<file path="src/rtl/dpb_regs.svh">
`ifndef DPB_REGS_SVH
`define DPB_REGS_SVH
// ----------------------------------------
// channel port offsets (low three address bits)
// ----------------------------------------
`define DPB_PORT_STATUS 3'h0
`define DPB_PORT_MA_LO 3'h1
`define DPB_PORT_MA_HI 3'h2
`define DPB_PORT_STOP 3'h3
`define DPB_PORT_RESET 3'h7
`define DPB_PORT_RTYPE 3'h1
`define DPB_PORT_RBYTE 3'h3
// ----------------------------------------
// parameter block layout
// ----------------------------------------
`define DPB_PB_LEN 3'h7
`define DPB_PB_CHAN 3'h0
`define DPB_PB_INSTR 3'h1
`define DPB_PB_COUNT 3'h2
`define DPB_PB_TRACK 3'h3
`define DPB_PB_SECTOR 3'h4
`define DPB_PB_BUF_LO 3'h5
`define DPB_PB_BUF_HI 3'h6
// ----------------------------------------
// field positions and limits
// ----------------------------------------
`define DPB_OPC_LSB 0
`define DPB_WLEN_BIT 3
`define DPB_UNIT_LSB 4
`define DPB_ICTL_LSB 4
`define DPB_TRACK_MAX 8'h4C
`define DPB_SECTOR_MAX 8'h34
`define DPB_ERR_NRDY 7
`define DPB_ERR_WFLT 6
`define DPB_ERR_WPROT 5
`define DPB_ERR_OVR 4
`define DPB_ERR_ADDR 3
`define DPB_ERR_SEEK 2
`define DPB_ERR_CRC 1
`define DPB_ERR_DEL 0
`define DPB_RESULT_RST 8'h00
`define DPB_RTYPE_ERR 8'h00
`endif
</file>
<file path="src/rtl/dpb_pkg.sv">
package dpb_pkg;
  typedef enum logic [2:0] {
    DPB_OP_NOP, DPB_OP_SEEK, DPB_OP_FORMAT, DPB_OP_RECAL,
    DPB_OP_READ, DPB_OP_VERIFY, DPB_OP_WRITE, DPB_OP_WRDEL
  } dpb_opcode_type;
  typedef enum logic [1:0] {
    DPB_BUF_NONE, DPB_BUF_TO_MEM, DPB_BUF_FROM_MEM, DPB_BUF_FMT_PATTERN
  } dpb_bufdir_type;
endpackage

</file>
<file path="src/rtl/dpb_decode.sv">
`timescale 1ns/1ns
`default_nettype none
`include "dpb_regs.svh"
// Functional notes
// RQ1: instruction bits 5:4 select drive 0 to 3 in binary.
// RQ2: host keeps instruction word-length bit equal to channel word bit.
// RQ3: three-bit op code decodes to the eight diskette operations.
// RQ4: track byte legal from 0 to 4C hex inclusive.
// RQ5: sector is low six bits of byte five, legal 1 to 34 hex.
// RQ6: buffer address is byte six low, byte seven high.
// RQ7: reads fill buffer, writes drain it, format fetches pattern or fill.
// RQ8: result word drives data bus on read-result-byte after type 00.
// RQ9: bit 7 set when drive not ready at start or during operation.
// RQ10: bit 6 set on drive write fault during a write.
// RQ11: bit 5 set for read-only media on format and write operations.
// RQ12: bit 4 set when a drive byte request is lost.
// RQ13: bit 3 set on bad track, bad sector, or sector plus count over 52.
// RQ14: bit 2 set when head is off track after any movement.
// RQ15: host should recalibrate after a seek error.
// RQ16: bit 1 set on data field check code mismatch.
// RQ17: bit 0 set when a deleted data mark preceded the sector.
// RQ18: ID check code mismatch sets address and check code bits.
// RQ19: no address mark over a revolution sets address, seek and check bits.
// RQ20: missing data mark sets address, seek, check and deleted bits.
// RQ21: on base match, low three I/O bits decode and latch a command; code latches only on result-byte reads and non-stop writes; a reset write clears it.
// RQ22: interrupt latch holds a request until the host clears it.
// RQ23: parameter block is seven bytes at a 16-bit host pointer.
// RQ24: channel bits 5:4: 00 interrupts on, 01 completion interrupts off.
// RQ25: a new operation clears all error result bits.
module dpb_decode (
  input wire logic mclk,
  input wire logic sys_rst,
  input wire logic [7:0] base_sw,
  input wire logic [7:0] io_addr,
  input wire logic io_rd,
  input wire logic io_wr,
  input wire logic [7:0] io_wdata,
  output logic [7:0] io_rdata,
  output logic io_rdata_oe,
  output logic [15:0] mem_addr,
  output logic mem_rd,
  input wire logic [7:0] mem_rdata,
  input wire logic mem_ack,
  output logic [1:0] drive_sel,
  output logic [2:0] op_code,
  output logic [15:0] buf_addr,
  output dpb_pkg::dpb_bufdir_type buf_dir,
  output logic op_start,
  output logic op_illegal_ictl,
  output logic irq_pending,
  output logic [2:0] cmd_latch,
  input wire logic drv_ready,
  input wire logic ev_write_fault,
  input wire logic drv_wprot,
  input wire logic ev_overrun,
  input wire logic ev_seek_err,
  input wire logic ev_data_crc,
  input wire logic ev_deleted,
  input wire logic ev_id_crc,
  input wire logic ev_no_amark,
  input wire logic ev_no_dmark,
  input wire logic op_done,
  input wire logic ready_change
);
  import dpb_pkg::*;

  // ----------------------------------------
  // helpers
  // ----------------------------------------
  function automatic logic is_write_op(input logic [2:0] opc);
    is_write_op = (opc == DPB_OP_FORMAT) || (opc == DPB_OP_WRITE) || (opc == DPB_OP_WRDEL);
  endfunction

  function automatic logic [7:0] err_bit(input int pos);
    err_bit = 8'h01 << pos;
  endfunction

  // ----------------------------------------
  // channel command decode
  // ----------------------------------------
  typedef enum logic [2:0] {ST_IDLE, ST_FETCH, ST_WAIT, ST_LOAD, ST_RUN} dpb_state_type;
  dpb_state_type state_reg, state_next;

  wire base_hit = (io_addr[7:3] == base_sw[7:3]);  // RQ21
  wire [2:0] port = io_addr[2:0];
  wire wr_ma_lo = base_hit && io_wr && (port == `DPB_PORT_MA_LO);
  wire wr_ma_hi = base_hit && io_wr && (port == `DPB_PORT_MA_HI);
  wire wr_stop = base_hit && io_wr && (port == `DPB_PORT_STOP);
  wire wr_rst = base_hit && io_wr && (port == `DPB_PORT_RESET);
  wire rd_stat = base_hit && io_rd && (port == `DPB_PORT_STATUS);
  wire rd_rtype = base_hit && io_rd && (port == `DPB_PORT_RTYPE);
  wire rd_rbyte = base_hit && io_rd && (port == `DPB_PORT_RBYTE);
  wire latch_cmd = rd_rbyte || (base_hit && io_wr && (port != `DPB_PORT_STOP));
  wire chan_rst = sys_rst || wr_rst;
  // a start while busy must not restart the fetch under a running operation
  wire start_ok = wr_ma_hi && (state_reg == ST_IDLE);

  logic [15:0] pb_ptr_reg;
  logic [2:0] fetch_idx_reg;
  logic [2:0] rd_idx_reg;
  logic [2:0] cmd_latch_reg;
  logic rtype_seen_reg;
  logic [7:0] result_reg;
  logic irq_reg;
  logic [7:0] chan_reg, instr_reg, count_reg, track_reg, sector_reg, blo_reg;
  logic [7:0] pb_q;

  always_ff @(posedge mclk) begin
    if (chan_rst) begin
      cmd_latch_reg <= 3'h0;
    end else if (latch_cmd) begin
      cmd_latch_reg <= port;  // RQ21
    end
  end
  assign cmd_latch = cmd_latch_reg;

  // ----------------------------------------
  // parameter block fetch
  // ----------------------------------------
  always_comb begin
    state_next = state_reg;
    case (state_reg)
      ST_IDLE: if (wr_ma_hi) state_next = ST_FETCH;
      ST_FETCH: if (mem_ack) state_next = (fetch_idx_reg == `DPB_PB_BUF_HI) ? ST_WAIT : ST_FETCH;
      // extra beat: the store's registered read lags the last byte write by one edge
      ST_WAIT: state_next = ST_LOAD;
      ST_LOAD: state_next = ST_RUN;
      ST_RUN: if (op_done || wr_stop) state_next = ST_IDLE;
      default: state_next = ST_IDLE;
    endcase
  end

  wire fetch_ack = (state_reg == ST_FETCH) && mem_ack;

  always_ff @(posedge mclk) begin
    if (chan_rst) begin
      state_reg <= ST_IDLE;
      pb_ptr_reg <= 16'h0000;
      fetch_idx_reg <= 3'h0;
      mem_rd <= 1'b0;
      mem_addr <= 16'h0000;
    end else begin
      state_reg <= state_next;
      if (wr_ma_lo) pb_ptr_reg[7:0] <= io_wdata;  // RQ23
      if (wr_ma_hi) pb_ptr_reg[15:8] <= io_wdata;  // RQ23
      if (start_ok) begin
        fetch_idx_reg <= 3'h0;
        mem_rd <= 1'b1;
        mem_addr <= {io_wdata, pb_ptr_reg[7:0]};
      end else if (fetch_ack) begin
        fetch_idx_reg <= fetch_idx_reg + 3'h1;
        mem_rd <= (fetch_idx_reg != `DPB_PB_BUF_HI);
        mem_addr <= mem_addr + 16'h0001;  // RQ23
      end
    end
  end

  // bytes land in the store; bytes 0 to 5 also go to shadow registers for field decode
  dpb_pb_mem u_pb (
    .mclk(mclk),
    .wr_en(fetch_ack),
    .wr_addr(fetch_idx_reg),
    .wr_data(mem_rdata),
    .rd_addr(rd_idx_reg),
    .rd_data(pb_q)
  );

  always_ff @(posedge mclk) begin
    if (chan_rst) begin
      rd_idx_reg <= 3'h0;
    end else begin
      rd_idx_reg <= `DPB_PB_BUF_HI;
    end
  end

  always_ff @(posedge mclk) begin
    if (chan_rst) begin
      chan_reg <= 8'h00;
      instr_reg <= 8'h00;
      count_reg <= 8'h00;
      track_reg <= 8'h00;
      sector_reg <= 8'h00;
      blo_reg <= 8'h00;
    end else if (fetch_ack) begin
      case (fetch_idx_reg)
        `DPB_PB_CHAN: chan_reg <= mem_rdata;
        `DPB_PB_INSTR: instr_reg <= mem_rdata;
        `DPB_PB_COUNT: count_reg <= mem_rdata;
        `DPB_PB_TRACK: track_reg <= mem_rdata;
        `DPB_PB_SECTOR: sector_reg <= mem_rdata;
        `DPB_PB_BUF_LO: blo_reg <= mem_rdata;
        default: blo_reg <= blo_reg;
      endcase
    end
  end

  // ----------------------------------------
  // field decode
  // ----------------------------------------
  wire [2:0] opc_w = instr_reg[`DPB_OPC_LSB +: 3];  // RQ3
  wire [1:0] unit_w = instr_reg[`DPB_UNIT_LSB +: 2];  // RQ1
  wire [1:0] ictl_w = chan_reg[`DPB_ICTL_LSB +: 2];
  wire [5:0] sec_w = sector_reg[5:0];  // RQ5
  // sum kept nine bits wide so a huge count cannot wrap below the limit
  wire [8:0] span_w = {3'b000, sec_w} + {1'b0, count_reg};
  wire trk_bad = track_reg > `DPB_TRACK_MAX;  // RQ4
  wire sec_bad = (sec_w == 6'h00) || ({2'b00, sec_w} > `DPB_SECTOR_MAX);
  wire span_bad = span_w > {1'b0, `DPB_SECTOR_MAX};
  wire addr_bad = trk_bad || sec_bad || span_bad;  // RQ13
  wire wr_op = is_write_op(opc_w);
  wire running = (state_reg == ST_RUN);
  wire go = (state_reg == ST_LOAD);

  dpb_bufdir_type dir_w;
  always_comb begin
    case (opc_w)  // RQ7
      DPB_OP_READ: dir_w = DPB_BUF_TO_MEM;
      DPB_OP_WRITE, DPB_OP_WRDEL: dir_w = DPB_BUF_FROM_MEM;
      DPB_OP_FORMAT: dir_w = DPB_BUF_FMT_PATTERN;
      default: dir_w = DPB_BUF_NONE;
    endcase
  end

  always_ff @(posedge mclk) begin
    if (chan_rst) begin
      drive_sel <= 2'b00;
      op_code <= 3'h0;
      buf_addr <= 16'h0000;
      buf_dir <= DPB_BUF_NONE;
      op_start <= 1'b0;
      op_illegal_ictl <= 1'b0;
    end else begin
      op_start <= go;
      if (go) begin
        drive_sel <= unit_w;  // RQ1
        op_code <= opc_w;  // RQ3
        buf_addr <= {pb_q, blo_reg};  // RQ6
        buf_dir <= dir_w;  // RQ7
        op_illegal_ictl <= ictl_w[1];  // RQ24
      end
    end
  end

  // ----------------------------------------
  // error result word
  // ----------------------------------------
  logic [7:0] ev_bits;
  always_comb begin
    ev_bits = 8'h00;
    if (!drv_ready) ev_bits = ev_bits | err_bit(`DPB_ERR_NRDY);  // RQ9
    if (ev_write_fault && wr_op) ev_bits = ev_bits | err_bit(`DPB_ERR_WFLT);  // RQ10
    if (drv_wprot && wr_op) ev_bits = ev_bits | err_bit(`DPB_ERR_WPROT);  // RQ11
    if (ev_overrun) ev_bits = ev_bits | err_bit(`DPB_ERR_OVR);  // RQ12
    if (ev_seek_err) ev_bits = ev_bits | err_bit(`DPB_ERR_SEEK);  // RQ14
    if (ev_data_crc) ev_bits = ev_bits | err_bit(`DPB_ERR_CRC);  // RQ16
    if (ev_deleted) ev_bits = ev_bits | err_bit(`DPB_ERR_DEL);  // RQ17
    if (ev_id_crc) ev_bits = ev_bits | 8'h0A;  // RQ18
    if (ev_no_amark) ev_bits = ev_bits | 8'h0E;  // RQ19
    if (ev_no_dmark) ev_bits = ev_bits | 8'h0F;  // RQ20
  end

  always_ff @(posedge mclk) begin
    if (chan_rst) begin
      result_reg <= `DPB_RESULT_RST;
    end else if (go) begin
      // fresh word per operation; start checks seeded here
      result_reg <= (addr_bad ? err_bit(`DPB_ERR_ADDR) : 8'h00)  // RQ25 RQ13
        | (!drv_ready ? err_bit(`DPB_ERR_NRDY) : 8'h00)  // RQ9
        | ((drv_wprot && wr_op) ? err_bit(`DPB_ERR_WPROT) : 8'h00);  // RQ11
    end else if (running) begin
      result_reg <= result_reg | ev_bits;
    end
  end

  // ----------------------------------------
  // interrupt latch and host read port
  // ----------------------------------------
  wire irq_set = running && ((op_done && (ictl_w == 2'b00)) || ready_change);  // RQ24
  always_ff @(posedge mclk) begin
    if (chan_rst) begin
      irq_reg <= 1'b0;
    end else if (irq_set) begin
      irq_reg <= 1'b1;  // RQ22
    end else if (rd_rtype) begin
      irq_reg <= 1'b0;  // RQ22
    end
  end
  assign irq_pending = irq_reg;

  always_ff @(posedge mclk) begin
    if (chan_rst) begin
      rtype_seen_reg <= 1'b0;
      io_rdata <= 8'h00;
      io_rdata_oe <= 1'b0;
    end else begin
      if (rd_rtype) rtype_seen_reg <= 1'b1;
      io_rdata_oe <= rd_stat || rd_rtype || (rd_rbyte && rtype_seen_reg);
      if (rd_stat) io_rdata <= {4'h0, 1'b1, irq_reg, 1'b0, drv_ready};
      else if (rd_rtype) io_rdata <= `DPB_RTYPE_ERR;
      else if (rd_rbyte && rtype_seen_reg) io_rdata <= result_reg;  // RQ8
      else io_rdata <= 8'h00;
    end
  end

  // ----------------------------------------
  // checks
  // ----------------------------------------
  property p_addr_err;  // RQ13
    @(posedge mclk) disable iff (chan_rst) go && addr_bad |=> result_reg[`DPB_ERR_ADDR];
  endproperty
  a_addr_err: assert property (p_addr_err) else $error("address error not flagged");  // RQ13
  property p_clear;  // RQ25
    @(posedge mclk) disable iff (chan_rst)
      go && !addr_bad && drv_ready && !drv_wprot |=> result_reg == 8'h00;
  endproperty
  a_clear: assert property (p_clear) else $error("result not cleared at start");  // RQ25
  property p_rbyte;  // RQ8
    @(posedge mclk) disable iff (chan_rst)
      rd_rbyte && rtype_seen_reg |=> io_rdata_oe && io_rdata == $past(result_reg);
  endproperty
  a_rbyte: assert property (p_rbyte) else $error("result byte not returned");  // RQ8
  property p_irq_hold;  // RQ22
    @(posedge mclk) disable iff (chan_rst) irq_set |=> irq_reg;
  endproperty
  a_irq_hold: assert property (p_irq_hold) else $error("interrupt latch lost");  // RQ22
  property p_drive;  // RQ1
    @(posedge mclk) disable iff (chan_rst) go |=> drive_sel == $past(instr_reg[5:4]);
  endproperty
  a_drive: assert property (p_drive) else $error("drive select wrong");  // RQ1
  property p_nrdy;  // RQ9
    @(posedge mclk) disable iff (chan_rst) running && !drv_ready |=> result_reg[7];
  endproperty
  a_nrdy: assert property (p_nrdy) else $error("not ready missed");  // RQ9
  property p_nomark;  // RQ19
    @(posedge mclk) disable iff (chan_rst) running && ev_no_amark |=> result_reg[3:1] == 3'b111;
  endproperty
  a_nomark: assert property (p_nomark) else $error("no mark combination wrong");  // RQ19
  property p_wprot;  // RQ11
    @(posedge mclk) disable iff (chan_rst)
      running && drv_wprot && !wr_op && !result_reg[5] |=> !result_reg[5];
  endproperty
  a_wprot: assert property (p_wprot) else $error("protect flagged on non-write");  // RQ11
endmodule
`default_nettype wire

</file>
<file path="src/rtl/dpb_pb_mem.sv">
`timescale 1ns/1ns
`default_nettype none
// small store for the fetched parameter block, registered read port
module dpb_pb_mem (
  input wire logic mclk,
  input wire logic wr_en,
  input wire logic [2:0] wr_addr,
  input wire logic [7:0] wr_data,
  input wire logic [2:0] rd_addr,
  output logic [7:0] rd_data
);
  logic [7:0] mem [0:7];
  always_ff @(posedge mclk) begin
    if (wr_en) begin
      mem[wr_addr] <= wr_data;
    end
    rd_data <= mem[rd_addr];
  end
endmodule
`default_nettype wire

</file>
<file path="config.mk">
export PLATFORM = sky130hd
export DESIGN_NAME = dpb_decode
export DESIGN_NICKNAME = d
export VERILOG_FILES = /design/src/rtl/dpb_pkg.sv /design/src/rtl/dpb_decode.sv /design/src/rtl/dpb_pb_mem.sv
export VERILOG_INCLUDE_DIRS = /design/src /design/src/rtl
export SDC_FILE = /design/constraint.sdc
export NUM_CORES = 1
export LEC_CHECK = 0
export BUFFER_PORTS_ARGS = -buffer_cell sky130_fd_sc_hd__clkbuf_2
export CORE_ASPECT_RATIO = 0.5
export CORE_UTILIZATION = 50
export DETAILED_ROUTE_END_ITERATION = 12
export GPL_ROUTABILITY_DRIVEN = 0
export PLACE_DENSITY = 0.81
export SLEW_MARGIN = 20
export SYNTH_ARGS = -nofsm -noshare
export SYNTH_HDL_FRONTEND = slang
export SYNTH_SLANG_ARGS = --single-unit
</file>
<file path="constraint.sdc">
create_clock -name mclk -period 2 [get_ports mclk]
set_input_delay 0.3 -clock mclk [delete_from_list [all_inputs] [get_ports mclk]]
set_output_delay 0.3 -clock mclk [all_outputs]
set_load 0.005 [all_outputs]
</file>
==> qor.yml, run 1 <==
status: "finished, final reports clean"
rsz0062_at_grt: "no"
dieArea_sq_mm: 0.0123
clk_pin_slew_ns: 0.06
tightest_slew_ns: 0.540
seqCellArea_sq_mm: 0.00296
worstPathRequired_ns: 2.29
cp.arrival_ns: 2.19
synthMuxAreaShare_pct: 5.93
synth_area_sq_mm: 0.00590
leakage_uw: 0.00297
viasPerCell: 5.61
insertion_delay_ns: 0.42
finalSetupViolations: 0
detail-route-antenna-nets: 0
largestRegisters: "buf_addr (16), mem_addr (16), u_pb.mem (16)"
synthAdderAreaFrac_pct: 2.88
num_vias: 5232
final_nets: 822
synth_seq_area_share_pct: 50.2
timing.hold.ws_ns: 0.129
placed_cells: 900
die_y_microns: 78.8
timing.fmax_mhz: 524
synth_warnings: 0
synth_flop_cell: "dfxtp_1"
finalCritPeriodShare_pct: 95.4
holdBufCountCts: 0
die_w_microns: 156
yosysTopAreaCellShare_pct: 42.1
yosys.area_share.simple_pct: 22.3
final_cells: 932
cts.sinks: 140
globalRouteOverflowTotal: 0
synth_area_per_cell_sq_um: 9.11
synth_compound_area_share_pct: 13.9
area_growth_pct: 23.7
cts_tree: "done"
slew_headroom_pct: 63.7
power.density_mw_per_mm2: 839
synth_top_family_by_area: "simple AND/OR/NAND/NOR gates"
grtUsageTotal_pct: 24.0
rows: 27
diodes: 0
hpwl_microns: 9790
yosysUniqueCellTypes: 58
wl_microns: 14400
nFillCells: 909
post_cts_buffers: 0
grt_first_pass_wirelength_microns: 23000
yosys-top-cells-area: "dfxtp_1 42%, edfxtp_1 8.1%, nand2_1 6.9%"
synthCells: 648
final.setup.tns_ns: 0
final_max_slew_viol_count: 0
antenna_found_initial: 0
ir_drop_uv: 561
grt_max_degree: 41
initial_utilization_pct: 52.5
synth_xor_area_share_pct: 1.19
cts-root-buf: "clkbuf_16"
path_class: "reg -> reg"
first_pass_iters: 5
yosys.area.top_type: "dfxtp_1"
final_layout_size_suffix_gt1_share_pct: 24.2
drc: 0
synth-seq-cells: 140
cp-end-kind: "flop"
synthArstFlopShare_pct: 0
path_max_fanout: 5
max_cap_violations: 0
grt_pass1_vias: 4705
cts-htree-levels: 4
routedWlPerCell_microns: 15.5
finalCriticalPeriod_ns: 1.91
cts_buffers: 17
hold_viol_final: 0
critPathLaunchType: "flop"
fin_skew_ns: 0.00751
drt_iter0_drc: 335
synth_fp_nets: 710
multi_input_area_sq_mm: 0.00276
synth_edf_count: 16
coreArea_sq_mm: 0.0112
clk_path_buf_depth: 2
io_pins: 104
port-buffer-count: 100
min_path_type: "in -> reg"
==> logic make-up after synthesis <==
family          after synthesis
compound gates              132
xor+xnor                      8
buf+inv                      46
simple gates                275
mux                          34
fa+ha+maj                    13
flops                       140
==> cell usage in the layout (no fill, tap or decap), types with 3 or more instances in the layout <==
| cell type | n |
|---|---|
| a211oi_1 | 6 |
| o21ai_0 | 6 |
| nand2b_1 | 5 |
| clkinv_2 | 3 |
| o211ai_1 | 7 |
| ha_1 | 12 |
| a21oi_1 | 71 |
| inv_1 | 9 |
| xor2_1 | 3 |
| or3_1 | 3 |
| clkbuf_2 | 100 |
| nor4_1 | 4 |
| and3_1 | 7 |
| dfxtp_1 | 124 |
| xnor2_1 | 5 |
| nor2_2 | 3 |
| edfxtp_1 | 16 |
| o21a_1 | 5 |
| buf_12 | 4 |
| nand4_1 | 10 |
| buf_4 | 26 |
| a221oi_1 | 5 |
| clkinvlp_4 | 3 |
| and2_1 | 7 |
| nand3_1 | 43 |
| a31oi_1 | 7 |
| mux2_2 | 8 |
| nand2_1 | 108 |
| clkbuf_16 | 17 |
| a311oi_1 | 4 |
| nand3b_1 | 3 |
| mux2i_1 | 26 |
| nor2_1 | 52 |
| inv_6 | 3 |
| nand3_2 | 3 |
| a211o_1 | 4 |
| nor3_1 | 12 |
==> path summary, 6_finish.rpt <==
check,startpoint,endpoint,depth (start not counted),slack (ns)
worst min register to register,u_pb.rd_data[1],buf_addr[9],2,0.43
worst max-delay path,sector_reg[1],result_reg[3],6,0.09
worst max register to register,sector_reg[1],result_reg[3],6,0.09
worst min-delay path,io_wdata[6],pb_ptr_reg[6],3,0.13
==> power by group <==
part           switching [uW]  total, uW  internal [uW]
registers                6.56       2850           2850
clock network            1230       3070           1840
logic                     120        198           77.9
total                    1360       6120           4770
==> synthesized netlist by cell type (8+ instances only) <==
cell / n
buf_2: 19
nand2_1: 108
nand4_1: 10
edfxtp_1: 16
mux2_2: 8
nand3_1: 43
mux2i_1: 26
ha_1: 12
clkbuf_1: 15
a21oi_1: 72
dfxtp_1: 124
nor2_1: 53
inv_1: 9
nor3_1: 12
==> layout make-up <==
type	instances	area share (%)
Clock inverter	13	1.94
Inverter	9	0.463
Clock buffer	19	5.93
Timing Repair Buffer	130	10.6
Sequential cell	140	40.6
Tap cell	159	2.72
Multi-Input combinational cell	462	37.7
==> stage by stage <==
stage                     instance area (sq um)  utilization, %  setup slack (ns)  total power (uW)
after floorplan                            5910               -             0.118              3000
after global placement                     6720            59.7             0.106              3110
after detailed placement                   6720            59.7            0.0189              3110
after CTS                                  7290            64.8           0.00702              6160
after global routing                       7300            64.9            0.0112              6280
final                                      7300            64.9            0.0926              6120
==> routing by layer <==
layer | part of all wire, % | vias to the layer above | wire length, microns | global-route usage (%)
li1 | - | 2538 | - | -
met1 | 45 | 2499 | 6550 | 30.5
met2 | 47 | 173 | 6830 | 40.0
met3 | 5.8 | 22 | 838 | 6.11
met4 | 1.3 | 0 | 190 | 8.14
met5 | 0 | - | 0 | 0
==> critical path, cell delays in order, from the launching register on <==
cell	delay, ns
dfxtp_1	0.46
ha_1	0.31
a211o_1	0.34
and4b_1	0.19
a311oi_1	0.26
a211o_1	0.13
a41oi_1	0.09
==> timing repair <==
| action | CTS | global route |
|---|---|---|
| endpoints found under the setup margin | 0 | 1 |
| resized for setup | 0 | 3 |
| hold endpoints to repair | 0 | 0 |
(Power assumes the default switching activity.)
==> run 2, diff against run 1 <==
MAX_ROUTING_LAYER = met4   (was unset)
==> run 2 against run 1 <==
Die area stayed put. Combinational power about the same. Clock power is essentially flat. Power is essentially flat. First-iteration DRC count grew 11%. Clock-buffer cell count unchanged. Setup slack improved by 0.0012 ns. Flip-flop and latch count unchanged. Critical path depth grew 1. Global-route usage up 0.72 points. Register-to-register slack hardly changed. Critical endpoint unchanged. Highest routed layer unchanged.
==> qor.yml, run 2 (synthesis gave the netlist of run 1 again) <==
status: "finished, final reports clean"
fin_skew_ns: 0.0109  # +0.00341 ns
power.density_mw_per_mm2: 839  # about the same
final_nets: 822  # unchanged
insertion_delay_ns: 0.42  # about the same
port-buffer-count: 100  # unchanged
largestRegisters: "buf_addr (16), mem_addr (16), u_pb.mem (16)"
reg2reg_from: "sector_reg[0]"
hpwl_microns: 9790  # unchanged
pwr-share-comb_pct: 3.2  # about the same
r2r_setup_slack_ns: 0.09  # about the same
dpl_cell_area_sq_mm: 0.00672  # unchanged
timing.hold.ws_ns: 0.133  # +0.00359 ns
reg2reg_depth: 7  # +1
detail-route-antenna-nets: 0  # unchanged
dieArea_sq_mm: 0.0123  # unchanged
final.setup.tns_ns: 0  # unchanged
initial_utilization_pct: 52.5  # unchanged
hold_viol_final: 0  # unchanged
viasPerCell: 5.56  # -0.92%
finalCriticalPeriod_ns: 1.91  # -0.00122 ns
nFillCells: 909  # unchanged
die_w_microns: 156  # unchanged
coreArea_sq_mm: 0.0112  # unchanged
routedWlPerCell_microns: 15.4  # -0.47%
cts_tree: "done"
slew_headroom_pct: 63.1  # -0.54 points
io_pins: 104  # unchanged
tightest_slew_ns: 0.548  # +0.00809 ns
p_clk_share_pct: 50.2  # about the same
leakage_uw: 0.00297  # unchanged
final_common_cell: "dfxtp_1"
crit_slowest_cell: "fa_2"
worstSetupStartpoint: "sector_reg[0]"
cp_top_family: "compound AO/OA/AOI/OAI gates"
cts.sinks: 140  # unchanged
grt_first_pass_wirelength_microns: 23000  # about the same
worstPathBufferInverterCount: 0  # unchanged
r2r-end: "result_reg[3]"
rsz0062_at_grt: "no"
globalRouteOverflowTotal: 0  # unchanged
switching_share_pct: 22.2  # +0.034 points
path_max_fanout: 4  # -1
clk_path_buf_depth: 2  # unchanged
intPower_uw: 4770  # about the same
path_depth: 7  # +1
grt_max_degree: 41  # unchanged
grtUsageTotal_pct: 24.7  # +0.72 points
clk_pin_slew_ns: 0.06  # about the same
grt_pass1_vias: 4706  # +0.021%
antenna_found_initial: 0  # unchanged
cp.arrival_ns: 2.25  # +0.06 ns
min_path_type: "in -> reg"
max_cap_violations: 0  # unchanged
cts_buffers: 17  # unchanged
drc: 0  # unchanged
area_growth_pct: 23.7  # unchanged
die_y_microns: 78.8  # unchanged
num_vias: 5184  # -0.92%
timing.fmax_mhz: 525  # about the same
finalSetupViolations: 0  # unchanged
final_layout_size_suffix_gt1_share_pct: 24.2  # unchanged
seqCellArea_sq_mm: 0.00296  # unchanged
cp-end-kind: "flop"
critPathLaunchType: "flop"
cts-root-buf: "clkbuf_16"
path_cells: "ha_1 > fa_2 > a21o_1 > a21oi_2 > xnor2_1 > a211o_1 > a41oi_1"
cts-htree-levels: 4  # unchanged
cp-endpoint: "result_reg[3]"
wl_microns: 14300  # -0.47%
multi_input_area_sq_mm: 0.00276  # unchanged
finalInstanceArea_sq_mm: 0.00730  # unchanged
finalCritPeriodShare_pct: 95.3  # about the same
holdBufCountCts: 0  # unchanged
rows: 27  # unchanged
switchingPower_uw: 1360  # +0.20%
critPathMaxStageDelay_ns: 0.37  # -0.09 ns
final_max_slew_viol_count: 0  # unchanged
seqPwrFrac_pct: 46.6  # about the same
first_pass_iters: 5  # unchanged
diodes: 0  # unchanged
worstPathRequired_ns: 2.34  # +0.05 ns
path_class: "reg -> reg"
layout_common_cells: "124 x dfxtp_1, 108 x nand2_1, 100 x clkbuf_2, 71 x a21oi_1, 52 x nor2_1"
ir_drop_uv: 565  # +0.72%
drt_iter0_drc: 373  # +11%
-- run 2: cell counts in the layout (fill, tap and decap cells not counted) --
Identical to the previous run, type by type.
-- run 2: layout make-up --
| cell class | instances | share of cell area, % |
|---|---|---|
| Clock buffer | 19 | 5.93 |
| Tap cell | 159 | 2.72 |
| Timing Repair Buffer | 130 | 10.6 |
| Inverter | 9 | 0.463 |
| Sequential cell | 140 | 40.6 |
| Clock inverter | 13 | 1.94 |
| Multi-Input combinational cell | 462 | 37.7 |
-- run 2: tightest hold or removal path: stages --
cell and delay [ns]:
clkbuf_2 0.09, mux2i_1 0.06, nor2_1 0.07
-- run 2: power by group through the flow --
| stage | Sequential (uW) | Clock (uW) | Combinational, uW |
|---|---|---|---|
| floorplan | 2910 | 0 | 89.5 |
| global placement | 2910 | 0 | 192 |
| detailed placement | 2910 | 0 | 196 |
| CTS | 2850 | 3110 | 198 |
| global route | 2850 | 3220 | 213 |
| finish | 2850 | 3080 | 198 |
-- run 2: through the flow --
| step | setup slack, ns | total power, uW | util, % | cells |
|---|---|---|---|---|
| 2_1_floorplan | 0.118 | 3000 | - | 648 |
| 3_3_place_gp | 0.106 | 3110 | 59.7 | 900 |
| 3_5_place_dp | 0.0189 | 3110 | 59.7 | 900 |
| 4_1_cts | 0.00702 | 6160 | 64.8 | 932 |
| 5_1_grt | 0.00421 | 6290 | 64.9 | 932 |
| 6_report | 0.0939 | 6130 | 64.9 | 932 |
-- run 2: routing by layer --
layer | GRT usage, % | vias to the layer above | part of all wire, %
li1 | - | 2541 | -
met2 | 39.9 | 179 | 47
met5 | - | - | 0
met4 | 7.84 | 0 | 1.2
met3 | 5.95 | 20 | 6.1
met1 | 30.8 | 2444 | 45
-- run 2: timing repair --
action                     CTS  global route
gates resized for setup      0             3
setup endpoints to repair    0             1
buffers inserted             0             0
-- run 2: worst min path at each step --
stage / end / cells after the start / slack (ns) / startpoint
after floorplan: u_pb.mem[0][0] / 0 / 0.40 / mem_rdata[0]
after global placement: buf_addr[14] / 2 / 0.42 / u_pb.rd_data[6]
after detailed placement: buf_addr[9] / 2 / 0.43 / u_pb.rd_data[1]
after CTS: mem_addr[9] / 3 / 0.12 / io_wdata[1]
after global routing: io_rdata[0] / 3 / 0.14 / drv_ready
final: pb_ptr_reg[6] / 3 / 0.13 / io_wdata[6]
